`src/flash_cmd_map.vh`:
```
`ifndef FLASH_CMD_MAP_VH
`define FLASH_CMD_MAP_VH
// ----------------------------------------
// axi-lite register offsets
// ----------------------------------------
`define REG_CTRL 8'h00
`define REG_ADDR 8'h04
`define REG_DATA 8'h08
`define REG_STAT 8'h0c
`define REG_RDAT 8'h10
// ----------------------------------------
// control fields
// ----------------------------------------
`define CTRL_GO 0
`define CTRL_OP_LO 4
`define CTRL_OP_HI 7
`define CTRL_ACCEL 8
`define CTRL_CNT_LO 16
`define CTRL_CNT_HI 20
// ----------------------------------------
// operation codes
// ----------------------------------------
`define OP_PROG 4'h0
`define OP_BUFLOAD 4'h1
`define OP_BUFWORD 4'h2
`define OP_BUFCONF 4'h3
`define OP_CHIPERA 4'h4
`define OP_BLKERA 4'h5
`define OP_BLKADD 4'h6
`define OP_BYPENT 4'h7
`define OP_BYPEXIT 4'h8
`define OP_RESET 4'h9
`define OP_ABRTRST 4'ha
`define OP_READ 4'hb
// ----------------------------------------
// flash command words
// ----------------------------------------
`define UNLK_A1 23'h000555
`define UNLK_D1 16'h00aa
`define UNLK_A2 23'h0002aa
`define UNLK_D2 16'h0055
`define CMD_PROG 16'h00a0
`define CMD_BUFLOAD 16'h0025
`define CMD_BUFCONF 16'h0029
`define CMD_ERASE 16'h0080
`define CMD_CHIP 16'h0010
`define CMD_BLK 16'h0030
`define CMD_BYPASS 16'h0020
`define CMD_BYPX1 16'h0090
`define CMD_BYPX2 16'h0000
`define CMD_RESET 16'h00f0
`define CMD_ABRT 16'h00f0
`define BUF_MAX 5'h1f
// ----------------------------------------
// bus timing in mclk cycles (25 ns)
// ----------------------------------------
`define T_SETUP 4'h2
`define T_PULSE 4'h3
`define T_HOLD 4'h2
`define T_READ 4'h4
`define WIN_NS 50000
`define WIN_CYC (`WIN_NS / 25)
`endif

```
`src/flash_bus_cycle.v`:
```
`timescale 1ns/1ps
module flash_bus_cycle
(
   input wire mclk,
   input wire rst,
   input wire start,
   input wire isRead,
   input wire [22:0] addrIn,
   input wire [15:0] dataIn,
   input wire [15:0] dqIn,
   output reg busy,
   output reg [22:0] flashAddr,
   output reg [15:0] dqOut,
   output reg dqOe,
   output reg ceN,
   output reg weN,
   output reg oeN,
   output reg [15:0] rdData
);
`include "flash_cmd_map.vh"
localparam S_IDLE = 2'd0;
localparam S_SET = 2'd1;
localparam S_PUL = 2'd2;
localparam S_HLD = 2'd3;
reg [1:0] st_r;
reg [3:0] cnt_r;
reg rd_r;
reg [15:0] dqS1_r;
reg [15:0] dqS2_r;
// ----------------------------------------
// pin input synchroniser
// ----------------------------------------
always @(posedge mclk or posedge rst)
begin
   if (rst)
   begin
      dqS1_r <= 16'h0000;
      dqS2_r <= 16'h0000;
   end
   else
   begin
      dqS1_r <= dqIn;
      dqS2_r <= dqS1_r;
   end
end
// ----------------------------------------
// one strobe cycle
// ----------------------------------------
always @(posedge mclk or posedge rst)
begin
   if (rst)
   begin
      st_r <= S_IDLE;
      cnt_r <= 4'h0;
      rd_r <= 1'b0;
      busy <= 1'b0;
      flashAddr <= 23'h000000;
      dqOut <= 16'h0000;
      dqOe <= 1'b0;
      ceN <= 1'b1;
      weN <= 1'b1;
      oeN <= 1'b1;
      rdData <= 16'h0000;
   end
   else
   begin
      case (st_r)
         S_IDLE:
         begin
            if (start)
            begin
               busy <= 1'b1;
               rd_r <= isRead;
               flashAddr <= addrIn;
               dqOut <= dataIn;
               dqOe <= ~isRead;
               ceN <= 1'b0;
               oeN <= 1'b1;
               cnt_r <= `T_SETUP;
               st_r <= S_SET;
            end
         end
         S_SET:
            if (cnt_r == 4'h1)
            begin
               // both low with oe high makes a write; address taken here
               weN <= rd_r;
               oeN <= ~rd_r;
               cnt_r <= rd_r ? `T_READ : `T_PULSE;
               st_r <= S_PUL;
            end
            else
               cnt_r <= cnt_r - 4'h1;
         S_PUL:
            if (cnt_r == 4'h1)
            begin
               // we rises first so data taken on it while ce stays low
               weN <= 1'b1;
               oeN <= 1'b1;
               if (rd_r)
                  rdData <= dqS2_r;
               cnt_r <= `T_HOLD;
               st_r <= S_HLD;
            end
            else
               cnt_r <= cnt_r - 4'h1;
         S_HLD:
            if (cnt_r == 4'h1)
            begin
               ceN <= 1'b1;
               dqOe <= 1'b0;
               busy <= 1'b0;
               st_r <= S_IDLE;
            end
            else
               cnt_r <= cnt_r - 4'h1;
         default:
            st_r <= S_IDLE;
      endcase
   end
end
endmodule

```
`src/flash_cmd_host.v`:
```
// Behaviour
// write needs chip select, write low, output high
// address on last fall, data first rise
// program is unlock, unlock, setup, address-data
// no commands while program runs
// programming only clears bits
// buffer holds at most 32 words
// buffer load order: unlocks, load, count
// count above 1f aborts
// later pairs share fifth cycle page
// never load one location twice; the code compares only the page, not repeated addresses
// confirm after declared pairs at block address
// abort shows flag; host sends abort reset
// poll status at last loaded address
// accel level enters bypass automatically
// bypass entry: unlocks then 20h
// bypass program: a0h then address-data
// bypass erase: 80h then 30h or 10h
// bypass exit: 90h then 00h
// chip erase six cycles, ends poll high
// block erase six cycles, 80h and 30h
// extra blocks within 50us window
// other command in window resets; code leaves it running after program, buffer load/word, bypass entry/exit
// f0h returns to read mode
// unexpected cycle returns to read mode
`timescale 1ns/1ps
`include "flash_cmd_map.vh"
module flash_cmd_host
#(
   parameter WIN_CYCLES = `WIN_CYC
)
(
   input wire mclk,
   input wire rst,
   input wire [31:0] awaddr,
   input wire awvalid,
   output wire awready,
   input wire [31:0] wdata,
   input wire [3:0] wstrb,
   input wire wvalid,
   output wire wready,
   output reg [1:0] bresp,
   output reg bvalid,
   input wire bready,
   input wire [31:0] araddr,
   input wire arvalid,
   output wire arready,
   output reg [31:0] rdata,
   output reg [1:0] rresp,
   output reg rvalid,
   input wire rready,
   output wire [22:0] flashAddr,
   output wire [15:0] dqOut,
   output wire dqOe,
   input wire [15:0] dqIn,
   output wire ceN,
   output wire weN,
   output wire oeN,
   output reg accelHigh
);
localparam S_IDLE = 2'd0;
localparam S_ISSUE = 2'd1;
localparam S_WAIT = 2'd2;
// ----------------------------------------
// registers
// ----------------------------------------
reg [3:0] op_r;
reg [4:0] count_r;
reg [22:0] addr_r;
reg [15:0] data_r;
reg [1:0] st_r;
reg [2:0] step_r;
reg [2:0] last_r;
reg bypass_r;
reg errBusy_r;
reg errCount_r;
reg [5:0] pairs_r;
reg [5:0] declared_r;
reg [17:0] page_r;
reg pageValid_r;
reg [22:0] lastAddr_r;
reg [31:0] winCnt_r;
reg start_r;
reg isRead_r;
reg [22:0] cycAddr_r;
reg [15:0] cycData_r;
reg awHeld_r;
reg wHeld_r;
reg [31:0] awA_r;
reg [31:0] wD_r;
reg wstrbOk;
reg go_r;
wire cycBusy;
wire [15:0] rdWord;
wire busy = (st_r != S_IDLE);
wire inBypass = bypass_r | accelHigh;
// ----------------------------------------
// strobe engine
// ----------------------------------------
flash_bus_cycle u_cyc
(
   .mclk(mclk),
   .rst(rst),
   .start(start_r),
   .isRead(isRead_r),
   .addrIn(cycAddr_r),
   .dataIn(cycData_r),
   .dqIn(dqIn),
   .busy(cycBusy),
   .flashAddr(flashAddr),
   .dqOut(dqOut),
   .dqOe(dqOe),
   .ceN(ceN),
   .weN(weN),
   .oeN(oeN),
   .rdData(rdWord)
);
// ----------------------------------------
// axi-lite slave
// ----------------------------------------
assign awready = ~awHeld_r & ~bvalid;
assign wready = ~wHeld_r & ~bvalid;
assign arready = ~rvalid;
wire wrFire = awHeld_r & wHeld_r & ~bvalid;
wire [7:0] wOff = awA_r[7:0];
wire goReq = wrFire && (wOff == `REG_CTRL) && wD_r[`CTRL_GO] && wstrbOk;
always @(posedge mclk or posedge rst)
begin
   if (rst)
   begin
      awHeld_r <= 1'b0;
      wHeld_r <= 1'b0;
      awA_r <= 32'h00000000;
      wD_r <= 32'h00000000;
      wstrbOk <= 1'b0;
      bvalid <= 1'b0;
      bresp <= 2'b00;
      rvalid <= 1'b0;
      rresp <= 2'b00;
      rdata <= 32'h00000000;
      op_r <= 4'h0;
      count_r <= 5'h00;
      addr_r <= 23'h000000;
      data_r <= 16'h0000;
      accelHigh <= 1'b0;
   end
   else
   begin
      if (awvalid && awready)
      begin
         awHeld_r <= 1'b1;
         awA_r <= awaddr;
      end
      if (wvalid && wready)
      begin
         wHeld_r <= 1'b1;
         wD_r <= wdata;
         wstrbOk <= &wstrb;
      end
      if (wrFire)
      begin
         awHeld_r <= 1'b0;
         wHeld_r <= 1'b0;
         bvalid <= 1'b1;
         bresp <= 2'b00;
         case (wOff)
            `REG_CTRL:
               if (!busy)
               begin
                  op_r <= wD_r[`CTRL_OP_HI:`CTRL_OP_LO];
                  count_r <= wD_r[`CTRL_CNT_HI:`CTRL_CNT_LO];
                  accelHigh <= wD_r[`CTRL_ACCEL];
               end
            `REG_ADDR: addr_r <= wD_r[22:0];
            `REG_DATA: data_r <= wD_r[15:0];
            `REG_STAT, `REG_RDAT: bresp <= 2'b00;
            default: bresp <= 2'b10;
         endcase
      end
      else if (bvalid && bready)
         bvalid <= 1'b0;
      if (arvalid && arready)
      begin
         rvalid <= 1'b1;
         rresp <= 2'b00;
         case (araddr[7:0])
            `REG_CTRL: rdata <= {11'h000, count_r, 7'h00, accelHigh, op_r, 3'h0, busy};
            `REG_ADDR: rdata <= {9'h000, addr_r};
            `REG_DATA: rdata <= {16'h0000, data_r};
            `REG_STAT: rdata <= {9'h000, lastAddr_r} |
                         {24'h000000, pageValid_r, errCount_r, errBusy_r, 2'b00,
                          inBypass, 1'b0, busy};
            `REG_RDAT: rdata <= {16'h0000, rdWord};
            default:
            begin
               rdata <= 32'h00000000;
               rresp <= 2'b10;
            end
         endcase
      end
      else if (rvalid && rready)
         rvalid <= 1'b0;
   end
end
// ----------------------------------------
// per-step flash word
// ----------------------------------------
reg [22:0] sa;
reg [15:0] sd;
reg sRead;
reg sLast;
always @*
begin
   sa = `UNLK_A1;
   sd = `UNLK_D1;
   sRead = 1'b0;
   sLast = 1'b0;
   case (step_r)
      3'd0:
      begin
         sa = `UNLK_A1;
         sd = `UNLK_D1;
      end
      3'd1:
      begin
         sa = `UNLK_A2;
         sd = `UNLK_D2;
      end
      3'd3:
      begin
         sa = `UNLK_A1;
         sd = `UNLK_D1;
      end
      3'd4:
      begin
         sa = `UNLK_A2;
         sd = `UNLK_D2;
      end
      default:
      begin
         sa = `UNLK_A1;
         sd = `UNLK_D1;
      end
   endcase
   case (op_r)
      `OP_PROG:
         if (step_r == 3'd2)
            sd = `CMD_PROG;
         else if (step_r == 3'd3)
         begin
            sa = addr_r;
            sd = data_r;
            sLast = 1'b1;
         end
      `OP_BUFLOAD:
         if (step_r == 3'd2)
         begin
            sa = addr_r;
            sd = `CMD_BUFLOAD;
         end
         else if (step_r == 3'd3)
         begin
            sa = addr_r;
            sd = {11'h000, count_r};
            sLast = 1'b1;
         end
      `OP_BUFWORD:
      begin
         sa = addr_r;
         sd = data_r;
         sLast = 1'b1;
      end
      `OP_BUFCONF:
      begin
         sa = addr_r;
         sd = `CMD_BUFCONF;
         sLast = 1'b1;
      end
      `OP_CHIPERA, `OP_BLKERA:
         if (step_r == 3'd2)
         begin
            sd = `CMD_ERASE;
            sLast = 1'b0;
         end
         else if (step_r == 3'd5)
         begin
            sa = (op_r == `OP_BLKERA) ? addr_r : `UNLK_A1;
            sd = (op_r == `OP_BLKERA) ? `CMD_BLK : `CMD_CHIP;
            sLast = 1'b1;
         end
      `OP_BLKADD:
      begin
         sa = addr_r;
         sd = `CMD_BLK;
         sLast = 1'b1;
      end
      `OP_BYPENT:
         if (step_r == 3'd2)
         begin
            sd = `CMD_BYPASS;
            sLast = 1'b1;
         end
      `OP_BYPEXIT:
         if (step_r == 3'd2)
            sd = `CMD_BYPX1;
         else
         begin
            sd = `CMD_BYPX2;
            sLast = 1'b1;
         end
      `OP_RESET:
      begin
         sd = `CMD_RESET;
         sLast = 1'b1;
      end
      `OP_ABRTRST:
         if (step_r == 3'd2)
         begin
            sd = `CMD_ABRT;
            sLast = 1'b1;
         end
      `OP_READ:
      begin
         sa = addr_r;
         sRead = 1'b1;
         sLast = 1'b1;
      end
      default:
         sLast = 1'b1;
   endcase
end
// ----------------------------------------
// first step of each operation
// ----------------------------------------
reg [2:0] firstStep;
always @*
begin
   firstStep = 3'd0;
   case (op_r)
      `OP_BUFWORD, `OP_BUFCONF, `OP_BLKADD, `OP_RESET, `OP_READ: firstStep = 3'd0;
      `OP_BYPEXIT: firstStep = 3'd2;
      `OP_PROG: firstStep = inBypass ? 3'd2 : 3'd0;
      `OP_CHIPERA, `OP_BLKERA: firstStep = inBypass ? 3'd2 : 3'd0;
      default: firstStep = 3'd0;
   endcase
end
wire eraseOp = (op_r == `OP_CHIPERA) || (op_r == `OP_BLKERA);
wire isUnlockStep = (step_r < 3'd2) || (eraseOp && ((step_r == 3'd3) || (step_r == 3'd4)));
wire eraseUnlock = eraseOp && inBypass && (step_r == 3'd3);
wire [2:0] nextStep = eraseUnlock ? 3'd5 : (step_r + 3'd1);
// ----------------------------------------
// sequencer and checks
// ----------------------------------------
always @(posedge mclk or posedge rst)
begin
   if (rst)
   begin
      st_r <= S_IDLE;
      step_r <= 3'd0;
      last_r <= 3'd0;
      start_r <= 1'b0;
      isRead_r <= 1'b0;
      cycAddr_r <= 23'h000000;
      cycData_r <= 16'h0000;
      bypass_r <= 1'b0;
      errBusy_r <= 1'b0;
      errCount_r <= 1'b0;
      pairs_r <= 6'h00;
      declared_r <= 6'h00;
      page_r <= 18'h00000;
      pageValid_r <= 1'b0;
      lastAddr_r <= 23'h000000;
      winCnt_r <= 32'h00000000;
      go_r <= 1'b0;
   end
   else
   begin
      start_r <= 1'b0;
      // act a cycle late so the new op and count fields are in place
      go_r <= goReq && !busy;
      if (winCnt_r != 32'h00000000)
         winCnt_r <= winCnt_r - 32'h00000001;
      case (st_r)
         S_IDLE:
            if (go_r)
            begin
               errCount_r <= 1'b0;
               if (op_r == `OP_BUFLOAD && count_r > `BUF_MAX)
                  errCount_r <= 1'b1;
               else if (op_r == `OP_BUFCONF && pairs_r != declared_r)
                  errCount_r <= 1'b1;
               else if (op_r == `OP_BUFWORD && pageValid_r &&
                        addr_r[22:5] != page_r)
                  errCount_r <= 1'b1;
               else if (op_r == `OP_BLKADD && winCnt_r == 32'h00000000)
                  errCount_r <= 1'b1;
               else
               begin
                  step_r <= firstStep;
                  st_r <= S_ISSUE;
               end
            end
         S_ISSUE:
            if (!cycBusy && !start_r)
            begin
               if (inBypass && isUnlockStep && op_r != `OP_BYPENT && op_r != `OP_ABRTRST)
                  step_r <= nextStep;
               else
               begin
                  start_r <= 1'b1;
                  isRead_r <= sRead;
                  cycAddr_r <= sa;
                  cycData_r <= sd;
                  last_r <= {2'b00, sLast};
                  st_r <= S_WAIT;
               end
            end
         S_WAIT:
            if (!cycBusy && !start_r)
            begin
               if (last_r[0])
               begin
                  st_r <= S_IDLE;
                  case (op_r)
                     `OP_BUFLOAD:
                     begin
                        declared_r <= {1'b0, count_r} + 6'h01;
                        pairs_r <= 6'h00;
                        pageValid_r <= 1'b0;
                     end
                     `OP_BUFWORD:
                     begin
                        pairs_r <= pairs_r + 6'h01;
                        page_r <= addr_r[22:5];
                        pageValid_r <= 1'b1;
                        lastAddr_r <= addr_r;
                     end
                     `OP_BLKERA, `OP_BLKADD: winCnt_r <= WIN_CYCLES;
                     `OP_BYPENT: bypass_r <= 1'b1;
                     `OP_BYPEXIT: bypass_r <= 1'b0;
                     `OP_PROG: lastAddr_r <= addr_r;
                     default: winCnt_r <= 32'h00000000;
                  endcase
               end
               else
               begin
                  step_r <= nextStep;
                  st_r <= S_ISSUE;
               end
            end
         default:
            st_r <= S_IDLE;
      endcase
      if (goReq && busy)
         errBusy_r <= 1'b1;
      else if (goReq)
         errBusy_r <= 1'b0;
   end
end
endmodule

```
`config.mk`:
```
export PLATFORM = sky130hd
export DESIGN_NAME = flash_cmd_host
export DESIGN_NICKNAME = d
export VERILOG_FILES = /design/src/flash_bus_cycle.v /design/src/flash_cmd_host.v
export VERILOG_INCLUDE_DIRS = /design/src
export SDC_FILE = /design/constraint.sdc
export NUM_CORES = 1
export LEC_CHECK = 0
export BUFFER_PORTS_ARGS = -buffer_cell sky130_fd_sc_hd__buf_2
export CAP_MARGIN = 15
export CORE_MARGIN = 8
export CORE_UTILIZATION = 45
export CTS_CLUSTER_DIAMETER = 60
export DETAILED_ROUTE_END_ITERATION = 7
export MAX_ROUTING_LAYER = met4
export PLACE_DENSITY_LB_ADDON = 0.12
export REMOVE_ABC_BUFFERS = 1
export SLEW_MARGIN = 10
export SYNTH_ARGS = -nofsm -noshare
export SYNTH_HDL_FRONTEND = slang
export SYNTH_HIERARCHICAL = 1
export SYNTH_SLANG_ARGS = --single-unit
```
`constraint.sdc`:
```
create_clock -name mclk -period 10.25 [get_ports mclk]
set_input_delay 0 -clock mclk [delete_from_list [all_inputs] [get_ports mclk]]
set_output_delay 0 -clock mclk [all_outputs]
set_load 0.1 [all_outputs]
```
==> metrics.log <==
[metrics] Static Leak: 0.00914 uW
[metrics] DRC viols: 0
[metrics] number of buffers inserted by port buffering: 139
[metrics] antenna diode instance count: 0
[metrics] layout overhead on the synthesized area: 18.4%
[metrics] crit path setup slack, layout: 6660 ps
[metrics] Final Max Slew Viols: 0
[metrics] internal power consumption: 2740 uW
[metrics] worst-case setup slack after placement: 6680 ps
[metrics] number of distinct library cell variants in the gate-level netlist after synthesis: 77
[metrics] fraction of the yosys area taken by sequential cells: 54.5%
[metrics] Critical Path Slowest Stage Cell: sky130_fd_sc_hd__nor3b_2
[metrics] Worst Reg2Reg Path Length in Cells: 8
[metrics] endpoint required time on the critical path: 10,660 ps
[metrics] proportion of power drawn by combinational gates: 27.4%
[metrics] Post-CTS Repair Setup Buffers: 0
[metrics] cell area after synthesis: 15,900 um2
[metrics] fraction of met1 tracks used by global routing: 26.6%
[metrics] P per Cell Area: 227 nW/um2
[metrics] layout cells sized above 1: 24.7%
[metrics] Critical Path Start Type: flip-flop
[metrics] number of design-rule violations left by the first detailed-router iteration: 712
[metrics] kind of cell adding the most delay to the critical path: simple AND/OR/NAND/NOR gates
[metrics] met3 track demand over resource: 2.92%
[metrics] clock tree from TritonCTS: done
[metrics] worst rel slew slack: 28.1%
[metrics] number of nets in the layout: 1,766
[metrics] Crit. End Element: flip-flop
[metrics] total number of placement rows: 69
[metrics] count of vias placed by the detailed router: 11,600
[metrics] Die ar.: 41,600 um2
[metrics] Detail Placement HPWL: 28,300 um
[metrics] flop and latch count out of synthesis: 346
[metrics] clock buffer count from CTS: 39
[metrics] Period Utilization, post-route: 35.0%
[metrics] final worst hold slack: -3.51 ps
[metrics] floorplan core area: 35,200 um2
[metrics] min-delay src: wvalid
[metrics] most frequently used flop master after synthesis: sky130_fd_sc_hd__dfrtp_1
[metrics] Detailed Routing Iterations Pass 1: 5
[metrics] Top Usage Layer GRT: met2
[metrics] first-pass GRT wire length: 66,100 um
[metrics] most common cell type on the critical path: sky130_fd_sc_hd__buf_4
[metrics] Maximum Capacitance Violations: 0
[metrics] post-detailed-route count of antenna-violating nets: 0
[metrics] clk_lat worst skew: 540 ps
[metrics] post-layout util: 53.4%
[metrics] Min Clock Period, post-route: 3590 ps
[metrics] sequential cell fraction of total power: 39.7%
[metrics] ports placed on the boundary: 208
[metrics] vias in the first global route: 12,000
[metrics] post-synthesis average cell area: 11.0 um2
[metrics] worst r2r dst: cycAddr_r[11]
[metrics] Hold Path Sink: wD_r[0]
[metrics] fmax: 279 MHz
[metrics] Clock Root Buffer: sky130_fd_sc_hd__clkbuf_16
[metrics] startpoint of the most critical register-to-register path: op_r[1]
[metrics] die span in x: 204 um
[metrics] die outline height: 204 um
[metrics] total routing usage reported by global routing: 20.2%
[metrics] clock-pin slew on the worst setup and hold paths: 60 ps
[metrics] setup repair after global routing missed its margin: no
[metrics] CP max stage delay: 780 ps
[metrics] initial antenna violation count: 0
[metrics] worst-margin pin slew: 1080 ps
[metrics] cells along the critical path: nor3b_2 -> a211oi_1 -> or4b_1 -> nand3_2 -> buf_4 -> a21oi_1 -> buf_4 -> a22o_1
[metrics] clk_skew: 19.9 ps
[metrics] switching portion of total power: 35.9%
[metrics] Final TNS setup: 0 ps
[metrics] average via count per standard cell: 5.49
[metrics] highest ir drop seen on vdd: 0.000138 V
[metrics] class of the tightest hold or removal check: input pin to flip-flop
[metrics] synth warn: 6
[metrics] placer's final routability congestion estimate: 0.960
[metrics] number of cells on the worst hold path: 4
[metrics] Synth async-reset ratio: 100%
[metrics] number of enable flip-flop cells after synthesis: 0
[metrics] starting density of the core: 45.1%
[metrics] met2 track utilization from global routing: 32.9%
[metrics] total clock sinks: 346
[metrics] result of the run: complete, but fails checks
[metrics] highest fanout seen on the critical path: 30
[metrics] maximum level of the CTS H-tree: 2
[metrics] critical path start-end classification: flip-flop to flip-flop
[metrics] Crit path arrival time: 4000 ps
[metrics] total routed wirelength: 41,100 um
[metrics] final-report hold violation count: 3
[metrics] total setup violations reported at the end of the flow: 0
[metrics] number of fill cells: 3,166
[metrics] pin count of the biggest net entering global routing: 124
[metrics] gr ovfl total: 0
[metrics] portion of total power attributed to the clock network: 33.0%
[metrics] NetSw: 1530 uW
[metrics] detail-routed net length per standard cell: 19.4 um
[metrics] number of buffers on the longest clock path: 3
[metrics] worst reg-to-reg setup slack: 6660 ps
[metrics] failing checks: hold timing
[metrics] overall power of the completed layout: 4270 uW
[metrics] synthesized instance count: 1,450
[metrics] combined buffer and inverter count along the critical path: 2
[synth_stat cells, types with 4 or more instances]
cell type | count | area share (%)
sky130_fd_sc_hd__clkbuf_1 | 55 | 1.3
sky130_fd_sc_hd__mux2_2 | 147 | 10
sky130_fd_sc_hd__nand2_1 | 187 | 4.4
sky130_fd_sc_hd__a22oi_1 | 8 | 0.38
sky130_fd_sc_hd__o22ai_1 | 6 | 0.24
sky130_fd_sc_hd__o221ai_1 | 6 | 0.33
sky130_fd_sc_hd__a311oi_1 | 4 | 0.22
sky130_fd_sc_hd__dfrtp_1 | 343 | 54
sky130_fd_sc_hd__o21a_1 | 4 | 0.19
sky130_fd_sc_hd__or2_2 | 6 | 0.24
sky130_fd_sc_hd__mux2_4 | 10 | 0.94
sky130_fd_sc_hd__o211ai_1 | 5 | 0.24
sky130_fd_sc_hd__nand4_1 | 14 | 0.55
sky130_fd_sc_hd__and3_1 | 8 | 0.31
sky130_fd_sc_hd__a221oi_1 | 13 | 0.72
sky130_fd_sc_hd__buf_4 | 13 | 0.61
sky130_fd_sc_hd__or4_1 | 4 | 0.19
sky130_fd_sc_hd__nor2b_1 | 21 | 0.83
sky130_fd_sc_hd__buf_2 | 7 | 0.22
sky130_fd_sc_hd__inv_1 | 27 | 0.64
sky130_fd_sc_hd__nor4_1 | 14 | 0.55
sky130_fd_sc_hd__o31ai_1 | 11 | 0.52
sky130_fd_sc_hd__nand3_1 | 10 | 0.31
sky130_fd_sc_hd__xnor2_1 | 36 | 2.0
sky130_fd_sc_hd__xor2_1 | 17 | 0.94
sky130_fd_sc_hd__a21o_1 | 4 | 0.19
sky130_fd_sc_hd__a41oi_1 | 4 | 0.22
sky130_fd_sc_hd__nor2_1 | 121 | 2.9
sky130_fd_sc_hd__a31oi_1 | 14 | 0.55
sky130_fd_sc_hd__o21ai_0 | 93 | 2.9
sky130_fd_sc_hd__mux2i_1 | 11 | 0.69
sky130_fd_sc_hd__ha_1 | 20 | 1.6
sky130_fd_sc_hd__nand2b_1 | 17 | 0.67
sky130_fd_sc_hd__a22o_1 | 26 | 1.4
sky130_fd_sc_hd__or3_1 | 12 | 0.47
sky130_fd_sc_hd__buf_1 | 7 | 0.17
sky130_fd_sc_hd__and2_1 | 5 | 0.20
sky130_fd_sc_hd__nor3_1 | 21 | 0.66
sky130_fd_sc_hd__a21oi_1 | 56 | 1.8
sky130_fd_sc_hd__a2111oi_0 | 4 | 0.22
[final cells by class]
type	count	area, um2	area share [%]
well taps	461	577	3.06
repair buffers	208	1370	7.29
multi-input cells	1001	6780	36.0
inverters	27	111	0.592
flip-flops and latches	346	8660	46.0
clock buffers	49	1090	5.82
clock inverters	23	225	1.20
[worst min-delay path, delay by kind of cell]
family	cells	cell delay [ps]
buffers and inverters	1	90
AND/OR/NAND/NOR	3	400
[layout by cell type, fill, tap and decap left out, types with 14 or more instances in the layout]
cell type	count
sky130_fd_sc_hd__a21oi_1	56
sky130_fd_sc_hd__a22o_1	26
sky130_fd_sc_hd__a31oi_1	14
sky130_fd_sc_hd__buf_2	140
sky130_fd_sc_hd__clkbuf_16	40
sky130_fd_sc_hd__dfrtp_1	343
sky130_fd_sc_hd__dlygate4sd3_1	53
sky130_fd_sc_hd__ha_1	20
sky130_fd_sc_hd__inv_1	25
sky130_fd_sc_hd__mux2_2	147
sky130_fd_sc_hd__nand2_1	186
sky130_fd_sc_hd__nand2b_1	17
sky130_fd_sc_hd__nand4_1	14
sky130_fd_sc_hd__nor2_1	121
sky130_fd_sc_hd__nor2b_1	21
sky130_fd_sc_hd__nor3_1	21
sky130_fd_sc_hd__nor4_1	14
sky130_fd_sc_hd__o21ai_0	93
sky130_fd_sc_hd__xnor2_1	36
sky130_fd_sc_hd__xor2_1	17
[logic make-up (layout without fill, tap and decap cells)]
family,count (synthesis),in the layout,synth area share (%)
AND/OR/NAND/NOR,460,460,13.7
flip-flops,346,346,54.5
AO/OA/AOI/OAI,284,284,11.5
other,1,11,0.0236
buffers and inverters,113,307,3.18
adder cells (fa/ha/maj),20,20,1.57
multiplexers,173,173,12.6
XOR/XNOR,53,53,2.92
[routing by layer]
metal  vias to the layer above  part of all wire, %
li1                       5473                    -
met1                      5829                   45
met2                       254                   49
met3                        65                  3.9
met4                         0                  2.0
met5                         -                    0
[metrics by stage]
step | std cells | area (um2)
final | 2115 | 18800
after global routing | 2115 | 18800
after CTS | 2111 | 18800
after detailed placement | 1986 | 16900
after global placement | 1986 | 16900
after floorplan | 1374 | 15500
[how the worst max path moves through the flow]
stage               startpoint  cells past startpoint             to
floorplan                  rst                      1      accelHigh
global placement       op_r[1]                      8  cycAddr_r[20]
detailed placement     op_r[1]                      8  cycAddr_r[18]
CTS                    op_r[1]                      8  cycAddr_r[12]
global route           op_r[1]                      8  cycAddr_r[13]
finish                 op_r[1]                      8  cycAddr_r[11]
[power by group through the flow]
stage / logic [uW] / registers (uW) / clock network [uW]
after global placement: 1130 / 1710 / 0
after global routing: 1280 / 1720 / 1510
after CTS: 1160 / 1700 / 1450
after floorplan: 663 / 1880 / 0
after detailed placement: 1150 / 1720 / 0
final: 1170 / 1690 / 1410
[state kept, by name (all words and copies together) (netlist names), 8 cells and up]
name             flops
addr_r              23
cycData_r           16
u_cyc/dqS2_r        16
awA_r                8
u_cyc/rdData        16
winCnt_r            32
cycAddr_r           23
rdata               23
u_cyc/flashAddr     23
u_cyc/dqOut         16
data_r              16
u_cyc/dqS1_r        16
page_r              18
lastAddr_r          23
wD_r                23
[what timing repair did]
item,4_1_cts,5_1_grt
resized for setup,0,0
hold buffers,53,0
endpoints found under the setup margin,0,0
endpoints found under the hold margin,208,0
(Power assumes the default switching activity.)
